$ cat src/imsc_pkg.sv
// Constants and register map of the interrupt enable mask block.
// Assumes a 32-bit AXI4-Lite slave port on a single 50 MHz clock.
//
// Functional notes
// - Reading the set/read register returns the current enable mask.
// - Mask bit one enables its cause, zero disables it.
// - Interrupt presented only while some cause bit and its mask bit are one.
// - Interrupt conditions come from cause bits, paired by bit position.
// - Writing one to a set/read register bit sets that mask bit.
// - Zeros written to the set/read register leave mask bits unchanged.
// - Writing one to a clear register bit clears that mask bit.
// - Zeros to clear register change nothing; clear register is write-only.
// - With timer clear enabled, all-ones set write resets delay timers.
// - Mask bits 0,1,2,4,6,7,9 hold the first group of causes.
// - Mask bits 15 to 18 and 20 to 24 hold the remaining causes.
// - Defined mask bits reset to zero, all causes disabled.
// - Cause read with interrupt asserted and auto-mask applies auto-mask clear.
// - A cause set raises the interrupt when its mask bit is one.

package imsc_pkg;

  // ****************************************************************
  // Bus and register map
  // ****************************************************************
  localparam int          IMSC_ADDR_W          = 12;
  localparam int          IMSC_DATA_W          = 32;
  localparam logic [11:0] IMSC_OFS_MASK_SET    = 12'h0D0;
  localparam logic [11:0] IMSC_OFS_MASK_CLR    = 12'h0D8;
  localparam logic [11:0] IMSC_OFS_CTRL        = 12'h100;
  localparam logic [11:0] IMSC_OFS_EVT_STATUS  = 12'h104;
  localparam logic [11:0] IMSC_OFS_EVT_MASK    = 12'h108;
  localparam logic [1:0]  IMSC_RESP_OKAY       = 2'h0;
  localparam logic [1:0]  IMSC_RESP_SLVERR     = 2'h2;

  // ****************************************************************
  // Mask layout
  // ****************************************************************
  localparam int IMSC_BIT_TX_DESC_WRITTEN_BACK  = 0;
  localparam int IMSC_BIT_TX_QUEUE_EMPTY        = 1;
  localparam int IMSC_BIT_LINK_CHANGE           = 2;
  localparam int IMSC_BIT_RX_DESC_MIN_THRESHOLD = 4;
  localparam int IMSC_BIT_RX_OVERRUN            = 6;
  localparam int IMSC_BIT_RX_TIMER_IRQ          = 7;
  localparam int IMSC_BIT_MGMT_DATA_ACCESS_DONE = 9;
  localparam int IMSC_BIT_TX_DESC_LOW           = 15;
  localparam int IMSC_BIT_SMALL_RX_PACKET       = 16;
  localparam int IMSC_BIT_RX_ACK_FRAME          = 17;
  localparam int IMSC_BIT_MANAGEABILITY_EVENT   = 18;
  localparam int IMSC_BIT_RX_QUEUE_ZERO_IRQ     = 20;
  localparam int IMSC_BIT_RX_QUEUE_ONE_IRQ      = 21;
  localparam int IMSC_BIT_TX_QUEUE_ZERO_IRQ     = 22;
  localparam int IMSC_BIT_TX_QUEUE_ONE_IRQ      = 23;
  localparam int IMSC_BIT_OTHER_CAUSE           = 24;
  localparam logic [31:0] IMSC_MASK_DEFINED    = 32'h01F782D7;
  localparam logic [31:0] IMSC_MASK_RESET      = 32'h00000000;
  localparam logic [31:0] IMSC_ALL_ONES        = 32'hFFFFFFFF;

  // ****************************************************************
  // Control and event registers
  // ****************************************************************
  localparam int          IMSC_CTRL_TIMER_CLR  = 0;
  localparam int          IMSC_CTRL_AUTO_MASK  = 1;
  localparam logic [31:0] IMSC_CTRL_DEFINED    = 32'h00000003;
  localparam logic [31:0] IMSC_CTRL_RESET      = 32'h00000000;
  localparam int          IMSC_EVT_TIMER_CLR   = 0;
  localparam int          IMSC_EVT_AUTO_MASK   = 1;
  localparam int          IMSC_EVT_IRQ_RISE    = 2;
  localparam int          IMSC_EVT_W           = 3;
  localparam logic [2:0]  IMSC_EVT_RESET       = 3'h0;

endpackage

$ cat src/imsc_top.sv
// Interrupt enable mask block with AXI4-Lite register access.
// Assumes cause bits, auto-mask value and cause-read strobe come from
// neighbouring logic on ref_clk; timer logic acts on timer_clear.
//
// Our own choice: the AXI4-Lite interface to the registers.
`timescale 1ns/10ps

module imsc_top
  import imsc_pkg::*;
(
  input  wire logic        ref_clk,
  input  wire logic        nrst,
  input  wire logic [11:0] s_axi_awaddr,
  input  wire logic [2:0]  s_axi_awprot,
  input  wire logic        s_axi_awvalid,
  output logic             s_axi_awready,
  input  wire logic [31:0] s_axi_wdata,
  input  wire logic [3:0]  s_axi_wstrb,
  input  wire logic        s_axi_wvalid,
  output logic             s_axi_wready,
  output logic [1:0]       s_axi_bresp,
  output logic             s_axi_bvalid,
  input  wire logic        s_axi_bready,
  input  wire logic [11:0] s_axi_araddr,
  input  wire logic [2:0]  s_axi_arprot,
  input  wire logic        s_axi_arvalid,
  output logic             s_axi_arready,
  output logic [31:0]      s_axi_rdata,
  output logic [1:0]       s_axi_rresp,
  output logic             s_axi_rvalid,
  input  wire logic        s_axi_rready,
  input  wire logic [31:0] cause_bits,
  input  wire logic        cause_int_asserted,
  input  wire logic        cause_read_strobe,
  input  wire logic [31:0] auto_mask_value,
  output logic             irq_to_host,
  output logic             timer_clear,
  output logic             evt_irq
);

  // ****************************************************************
  // Helpers
  // ****************************************************************
  function automatic logic [31:0] strobe_bits(input logic [31:0] data,
                                              input logic [3:0]  strb);
    logic [31:0] res;
    res = 32'h00000000;
    for (int i = 0; i < 4; i++) begin
      if (strb[i]) begin
        res[8*i +: 8] = data[8*i +: 8];
      end
    end
    return res;
  endfunction

  function automatic logic addr_mapped(input logic [11:0] addr);
    logic hit;
    hit = 1'b0;
    case (addr)
      IMSC_OFS_MASK_SET,
      IMSC_OFS_MASK_CLR,
      IMSC_OFS_CTRL,
      IMSC_OFS_EVT_STATUS,
      IMSC_OFS_EVT_MASK: begin
        hit = 1'b1;
      end
      default: begin
        hit = 1'b0;
      end
    endcase
    return hit;
  endfunction

  // ****************************************************************
  // Declarations
  // ****************************************************************
  logic                 aw_held;
  logic [11:0]          aw_addr;
  logic                 w_held;
  logic [31:0]          w_data;
  logic [3:0]           w_strb;
  logic                 wr_go;
  logic [31:0]          wr_bits;
  logic                 rd_go;
  logic [31:0]          mask;
  logic [31:0]          set_bits;
  logic [31:0]          clr_bits;
  logic [31:0]          ctrl;
  logic [IMSC_EVT_W-1:0] evt_status;
  logic [IMSC_EVT_W-1:0] evt_mask;
  logic [IMSC_EVT_W-1:0] evt_hits;
  logic [IMSC_EVT_W-1:0] evt_clr;
  logic                 auto_mask_go;
  logic                 timer_go;
  logic                 next_irq;

  // ****************************************************************
  // AXI4-Lite write channels
  // ****************************************************************
  assign s_axi_awready = !aw_held && !s_axi_bvalid;
  assign s_axi_wready  = !w_held && !s_axi_bvalid;
  assign wr_go         = aw_held && w_held && !s_axi_bvalid;
  assign wr_bits       = strobe_bits(w_data, w_strb);

  always_ff @(posedge ref_clk or negedge nrst) begin
    if (!nrst) begin
      aw_held <= 1'b0;
      aw_addr <= 12'h000;
    end else if (s_axi_awvalid && s_axi_awready) begin
      aw_held <= 1'b1;
      aw_addr <= {s_axi_awaddr[11:2], 2'h0};
    end else if (wr_go) begin
      aw_held <= 1'b0;
    end
  end

  always_ff @(posedge ref_clk or negedge nrst) begin
    if (!nrst) begin
      w_held <= 1'b0;
      w_data <= 32'h00000000;
      w_strb <= 4'h0;
    end else if (s_axi_wvalid && s_axi_wready) begin
      w_held <= 1'b1;
      w_data <= s_axi_wdata;
      w_strb <= s_axi_wstrb;
    end else if (wr_go) begin
      w_held <= 1'b0;
    end
  end

  always_ff @(posedge ref_clk or negedge nrst) begin
    if (!nrst) begin
      s_axi_bvalid <= 1'b0;
      s_axi_bresp  <= IMSC_RESP_OKAY;
    end else if (wr_go) begin
      s_axi_bvalid <= 1'b1;
      s_axi_bresp  <= addr_mapped(aw_addr) ? IMSC_RESP_OKAY
                                           : IMSC_RESP_SLVERR;
    end else if (s_axi_bready) begin
      s_axi_bvalid <= 1'b0;
    end
  end

  // ****************************************************************
  // Mask set and clear requests
  // ****************************************************************
  // Auto-mask acts only when the cause read found an asserted interrupt
  assign auto_mask_go = cause_read_strobe && cause_int_asserted
                        && ctrl[IMSC_CTRL_AUTO_MASK];

  always_comb begin
    set_bits = 32'h00000000;
    clr_bits = 32'h00000000;
    if (wr_go && (aw_addr == IMSC_OFS_MASK_SET)) begin
      set_bits = wr_bits;
    end
    if (wr_go && (aw_addr == IMSC_OFS_MASK_CLR)) begin
      clr_bits = wr_bits;
    end
    if (auto_mask_go) begin
      clr_bits = clr_bits | auto_mask_value;
    end
  end

  imsc_mask_reg imsc_mask_reg_i (
    .ref_clk  (ref_clk),
    .nrst     (nrst),
    .set_bits (set_bits),
    .clr_bits (clr_bits),
    .mask     (mask)
  );

  // ****************************************************************
  // Delay timer clear on enable-all write
  // ****************************************************************
  assign timer_go = wr_go && (aw_addr == IMSC_OFS_MASK_SET)
                    && (w_strb == 4'hF) && (w_data == IMSC_ALL_ONES)
                    && ctrl[IMSC_CTRL_TIMER_CLR];

  always_ff @(posedge ref_clk or negedge nrst) begin
    if (!nrst) begin
      timer_clear <= 1'b0;
    end else begin
      timer_clear <= timer_go;
    end
  end

  // ****************************************************************
  // Control register
  // ****************************************************************
  always_ff @(posedge ref_clk or negedge nrst) begin
    if (!nrst) begin
      ctrl <= IMSC_CTRL_RESET;
    end else if (wr_go && (aw_addr == IMSC_OFS_CTRL)) begin
      ctrl <= ((ctrl & ~strobe_bits(IMSC_ALL_ONES, w_strb)) | wr_bits)
              & IMSC_CTRL_DEFINED;
    end
  end

  // ****************************************************************
  // Host interrupt request
  // ****************************************************************
  // Each cause pairs with the mask bit of the same position
  assign next_irq = |(cause_bits & mask);

  always_ff @(posedge ref_clk or negedge nrst) begin
    if (!nrst) begin
      irq_to_host <= 1'b0;
    end else begin
      irq_to_host <= next_irq;
    end
  end

  // ****************************************************************
  // Block event status and interrupt
  // ****************************************************************
  always_comb begin
    evt_hits = IMSC_EVT_RESET;
    evt_hits[IMSC_EVT_TIMER_CLR] = timer_go;
    evt_hits[IMSC_EVT_AUTO_MASK] = auto_mask_go;
    evt_hits[IMSC_EVT_IRQ_RISE]  = next_irq && !irq_to_host;
  end

  assign evt_clr = (rd_go && (s_axi_araddr[11:2] == IMSC_OFS_EVT_STATUS[11:2]))
                   ? {IMSC_EVT_W{1'b1}} : IMSC_EVT_RESET;

  always_ff @(posedge ref_clk or negedge nrst) begin
    if (!nrst) begin
      evt_status <= IMSC_EVT_RESET;
    end else begin
      // A new event wins over the clearing read
      evt_status <= (evt_status & ~evt_clr) | evt_hits;
    end
  end

  always_ff @(posedge ref_clk or negedge nrst) begin
    if (!nrst) begin
      evt_mask <= IMSC_EVT_RESET;
    end else if (wr_go && (aw_addr == IMSC_OFS_EVT_MASK) && w_strb[0]) begin
      evt_mask <= w_data[IMSC_EVT_W-1:0];
    end
  end

  assign evt_irq = |(evt_status & evt_mask);

  // ****************************************************************
  // AXI4-Lite read channels
  // ****************************************************************
  assign s_axi_arready = !s_axi_rvalid;
  assign rd_go         = s_axi_arvalid && s_axi_arready;

  always_ff @(posedge ref_clk or negedge nrst) begin
    if (!nrst) begin
      s_axi_rvalid <= 1'b0;
    end else if (rd_go) begin
      s_axi_rvalid <= 1'b1;
    end else if (s_axi_rready) begin
      s_axi_rvalid <= 1'b0;
    end
  end

  always_ff @(posedge ref_clk or negedge nrst) begin
    if (!nrst) begin
      s_axi_rdata <= 32'h00000000;
      s_axi_rresp <= IMSC_RESP_OKAY;
    end else if (rd_go) begin
      s_axi_rresp <= addr_mapped({s_axi_araddr[11:2], 2'h0})
                     ? IMSC_RESP_OKAY : IMSC_RESP_SLVERR;
      case ({s_axi_araddr[11:2], 2'h0})
        IMSC_OFS_MASK_SET: begin
          s_axi_rdata <= mask;
        end
        IMSC_OFS_CTRL: begin
          s_axi_rdata <= ctrl;
        end
        IMSC_OFS_EVT_STATUS: begin
          s_axi_rdata <= {29'h0000000, evt_status};
        end
        IMSC_OFS_EVT_MASK: begin
          s_axi_rdata <= {29'h0000000, evt_mask};
        end
        default: begin
          // Clear register is write-only and reads as zero
          s_axi_rdata <= 32'h00000000;
        end
      endcase
    end
  end

endmodule

$ cat src/imsc_mask_reg.sv
// Enable mask storage with write-one-to-set and write-one-to-clear ports.
// Assumes set and clear vectors are one-cycle requests on ref_clk.
`timescale 1ns/10ps

module imsc_mask_reg
  import imsc_pkg::*;
(
  input  wire logic        ref_clk,
  input  wire logic        nrst,
  input  wire logic [31:0] set_bits,
  input  wire logic [31:0] clr_bits,
  output logic      [31:0] mask
);

  // ****************************************************************
  // Mask update, a clear in the same cycle as a set wins
  // ****************************************************************
  always_ff @(posedge ref_clk or negedge nrst) begin
    if (!nrst) begin
      mask <= IMSC_MASK_RESET;
    end else begin
      // Zeros in either vector keep the bit as it is
      mask <= ((mask | set_bits) & ~clr_bits)
              & IMSC_MASK_DEFINED;
    end
  end

endmodule

$ cat config.mk
export PLATFORM = sky130hd
export DESIGN_NAME = imsc_top
export DESIGN_NICKNAME = d
export VERILOG_FILES = /design/src/imsc_pkg.sv /design/src/imsc_top.sv /design/src/imsc_mask_reg.sv
export SDC_FILE = /design/constraint.sdc
export NUM_CORES = 1
export LEC_CHECK = 0
export BUFFER_PORTS_ARGS = -buffer_cell sky130_fd_sc_hd__buf_2
export CAP_MARGIN = 20
export CORE_MARGIN = 5
export CORE_UTILIZATION = 32
export CTS_CLUSTER_DIAMETER = 200
export DETAILED_ROUTE_END_ITERATION = 8
export GPL_ROUTABILITY_DRIVEN = 1
export GPL_TIMING_DRIVEN = 1
export SLEW_MARGIN = 20
export SYNTH_ARGS = -nofsm -noshare
export SYNTH_HDL_FRONTEND = slang
export SYNTH_SLANG_ARGS = --single-unit
$ cat constraint.sdc
create_clock -name ref_clk -period 3.15 [get_ports ref_clk]
set_input_delay 0.4725 -clock ref_clk [delete_from_list [all_inputs] [get_ports ref_clk]]
set_output_delay 0.4725 -clock ref_clk [all_outputs]
set_load 0.05 [all_outputs]
Word level (Yosys, flattened, before mapping)
Cells that the tools add are included.
W data, S select, Z words.

word-level totals
  word-level logic and storage cells = 96
  register bits after elaboration = 112
  bits of input ports = 139

cells by class
  bitwise logic cells = 12
  reductions and logical operators = 32
  mux-type cells = 24
  equal/unequal tests = 12

operators with widths
  cell                    number
  $pmux W25 S4            1
  $mux W25                3
  $eq A10 B7 Y1 const B   6
  $or A25 B25 Y25         2
  $eq A10 B6 Y1 const B   4
  $and A32 B25 Y32        1
  $eq A32 B32 Y1 const B  1
  $reduce_or A32 Y1       1
  $and A25 B25 Y25        1
  $not A25 Y25            1
  $mux W8                 3
  $logic_and A1 B1 Y1     19
  $mux W1                 12
  $reduce_or A5 Y1        2
  $mux W2                 4
  $reduce_bool A2 Y1      4
  $and A3 B3 Y3           2
  $logic_not A1 Y1        5
  $eq A4 B4 Y1 const B    1
  $mux W3                 1
  $not A3 Y3              1
  $or A3 B3 Y3            1
  $reduce_or A3 Y1        1
  $and A2 B2 Y2           1
  other kinds (2)         2

Longest topological paths before layout
  depth after elaboration = 8
  gate-level depth with buffers = 7

Cells and area by module
Synthesis repeated with hierarchy kept, for this count alone.

second synthesis, totals
  cells, all modules = 430
  area total of the unflattened synthesis = 5,278.8 um^2

modules (own cells, without submodules)
  module         times used  area an instance (um^2)  cells each
  imsc_top       1           4,594.4                  381
  imsc_mask_reg  1           684.4                    49

Worst setup path before layout
No wires, ideal clock.

  path type = register -> register
  start = register s_axi_bvalid
  end = register aw_addr[10]
  clock period less this slack = 2.380 ns
  setup slack = 0.770 ns
  stages on the path, launching flop included = 5
  required time = 3.025 ns
  setup time = 0.125 ns
  arrival time = 2.255 ns
  path through = dfrtp_1 nor2_1 and2_1 clkbuf_1 mux2_2

between the ends
  cells in the longest elaborated chain, start to end = 3

RTL lines
  item                      RTL line         source
  start: declaration        imsc_top.sv:22   output logic s_axi_bvalid,
  start signal: assignment  imsc_top.sv:133  s_axi_bvalid <= 1'b0;
  start signal: assignment  imsc_top.sv:136  s_axi_bvalid <= 1'b1;
  start signal: assignment  imsc_top.sv:140  s_axi_bvalid <= 1'b0;
  $logic_not A1 Y1          imsc_top.sv:100  assign s_axi_awready = !aw_held && !s_axi_bvalid;
  $logic_and A1 B1 Y1       imsc_top.sv:100
  net s_axi_awready         imsc_top.sv:16   output logic s_axi_awready,
  $logic_and A1 B1 Y1       imsc_top.sv:109  end else if (s_axi_awvalid && s_axi_awready) begin
  end signal: assignment    imsc_top.sv:111  aw_addr <= {s_axi_awaddr[11:2], 2'h0};
  end: declaration          imsc_top.sv:78   logic [11:0] aw_addr;

The timed path passes the listed nets, and every way through them passes these cells.
A chain may end at the register's enable or synchronous reset.

==> results.md <==
* Core area at 13300 µm²
* Port bufs at 122
* GRT Util Overall at 0.143
* Routed wire length at 11300 µm
* EDFF count, synth at 0
* Max clock buf depth at 2
* Setup Viol. Count Final at 0
* Via count at 3302
* Max Fclk at 479 MHz
* Largest net degree at the start of global routing at 48
* Final Hold Fails at 0
* Dpl cell area at 5040 µm²
* Fin. max-slew vios at 0
* Pwr Density at 782 nW/µm²
* Register bit total from synthesis at 94
* RSZ-0062 raised after global routing: false
* Share of layout cells above drive strength 1 at 0.434
* Slowest stage delay, CP at 0.49 ns
* Layout Area Growth over Synthesis at 23.7%
* CTS buffer count at 9
* Syn avg cell area at 12.3 µm²
* Critical-path cell list: nor3_1 -> nand3_1 -> nor4b_2 -> mux2_2
* Clk root buf: clkbuf_16
* Seq/Total Area, Yosys at 0.540
* Gpl congestion at 0.777
* Vias in the first global route at 3428
* Critical path startpoint category: register
* Final net count at 609
* Worst vdd ir at 0.759 mV
* Top FF cell, synth: dfrtp_1
* Post-DR vias/cell at 5.06
* Ranking of synthesized cells by area: dfrtp_1, mux2_2, a22o_1, buf_4, a311oi_2
* HPWL after detailed placement at 8990 µm
* Crit. End Element: register
* CTS Hold Bufs at 0
* Final TNS setup at 0 ns
* # Post-CTS Setup Buffers at 0
* Num Clock Sinks at 94
* Reg clk slew, reported paths at 0.07 ns
* TritonCTS clock tree: done
* Cell taking the most area after synthesis: dfrtp_1
* First-pass GRT wire length at 18200 µm
* Period utilization at 0.662
* Outcome: completed
* Number of DRC markers in iteration 0 at 115
* Req. time, crit path at 3.37 ns
* Worst skew pair latency at 0.34 ns
* Arr. time, crit path at 2.31 ns
* Die Area at 16100 µm²
* Crit path max-delay cell type: nor3_1
* H-tree Lvls at 3
* Max cap viols at 0
* FILL cells at 1288
* # rows at 42
* Share of Yosys cell area claimed by the top area cell type at 0.540
* Slew @ Worst Pin at 0.785 ns
* Yosys warns at 0
* Final Instance Area at 5390 µm²
* Clock Skew at 0.0101 ns
* Chip height at 127 µm
* Reg2reg path depth at 4
* Total grt overflow at 0
* Average wire per standard cell at 17.3 µm
* Worst min-delay path class: input port to async pin
* P_leak at 0.00241 µW
* Mapped Area at 4360 µm²
* DRC at 0
* Crit Path Max Fanout at 7
* Antenna violations before repair at 2
* Starting Density at 0.328
* Die X at 127 µm
* Final worst path period need at 2.09 ns
* TritonRoute pass-1 iters at 4
* Io pins at 183
* Asr flop ratio synth at 1.00
* Critical path class: register to register
* Post-DRT Antenna Nets at 0
* Resized cells post-CTS at 0
* Yosys cell types at 44
* Post-Synthesis Cells at 355
* Max-slew headroom at 0.477
[worst paths after layout]
kind	startpoint	end	slack, ns
max	aw_addr[5]$_DFFE_PN0P_	register	1.06
min	nrst	w_data[11]$_DFFE_PN0P_	0.14
max reg2reg	aw_addr[5]$_DFFE_PN0P_	register	1.06
min reg2reg	s_axi_rdata[2]$_DFFE_PN0P_	s_axi_rdata[2]$_DFFE_PN0P_	0.48
max in group asynchronous	nrst	s_axi_rdata[17]$_DFFE_PN0P_	2.30
min in group ref_clk	s_axi_bready	s_axi_bvalid$_DFFE_PN0P_	0.31
[layout by cell type (no fill, tap or decap), types with 11 or more instances in the layout]
master and instances:
a22o_1 20, a22oi_1 11, buf_2 121, conb_1 18, dfrtp_1 94, mux2_2 51
nand2_1 12, nand3_1 11, o21ai_0 18
[state kept, by name (all words and copies together) (netlist names), 3 cells and up, named ones only]
| register | count |
|---|---|
| evt_status | 3 |
| w_strb | 4 |
| imsc_mask_reg_i.mask | 16 |
| evt_mask | 3 |
| w_data | 32 |
| aw_addr | 10 |
| s_axi_rdata | 16 |
[cell usage after synthesis, types with 3 or more instances]
library cell  count
nand3_1          11
inv_1             5
clkbuf_1         12
nor2_1            8
nand2_1          12
a22o_1           20
a31oi_1           7
and4b_1           3
or3_1             3
a22oi_1          11
buf_2             5
dfrtp_1          94
buf_6             3
nor3_1            4
nand4_1           9
o21ai_0          18
buf_4            19
a221oi_1          4
and2_1            9
a311oi_2          7
nand3b_1          3
a21oi_1           4
mux2_2           51
nand4b_1          9
[power breakdown]
part | internal (µW) | switching, µW
clock network | 778 | 454
logic | 493 | 486
registers | 1590 | 415
total | 2860 | 1350
[critical path, delay by kind of cell (launching register included)]
family	cells	cell delay, ns
flops	1	0.38
mux	1	0.37
simple gates	3	1.22
[layer usage]
metal  GRT usage  vias to the layer above  share of wire
met4      0.0284                        4         0.0063
met3      0.0614                       10          0.099
li1            -                     1549              -
met2       0.230                      119           0.47
met5           0                        -         0.0012
met1       0.181                     1620           0.42
[metrics by stage]
stage | setup WS [ns] | std cells | util | total power [µW] | hold WS [ns]
after floorplan | 0.770 | 372 | - | 2690 | 0.177
after global placement | 1.05 | 635 | 0.379 | 2960 | 0.467
after detailed placement | 1.02 | 635 | 0.379 | 3010 | 0.473
after CTS | 1.05 | 651 | 0.405 | 4260 | 0.153
after global routing | 0.810 | 651 | 0.405 | 4460 | 0.182
final | 1.06 | 653 | 0.406 | 4220 | 0.136
[cells by family (layout without fill, tap and decap cells)]
kind of cell,after synthesis,after routing,synth area share
muxes,51,51,0.132
DFF,94,94,0.540
other,1,20,0.000861
and+or+nand+nor,87,87,0.126
buffers and inverters,44,147,0.0609
AOI/OAI and AO/OA,78,78,0.140
[cell type report]
type / instances / area, µm² / share of cell area
antenna: 2 / 5.00 / 0.000928
clock buffer: 9 / 225 / 0.0418
clock inverter: 7 / 118 / 0.0218
inverter: 5 / 18.8 / 0.00348
multi-input combinational: 234 / 1810 / 0.336
sequential: 94 / 2350 / 0.436
tap: 176 / 220 / 0.0408
timing repair buffer: 126 / 643 / 0.119
Note: power is estimated with default switching activity, not from simulation.
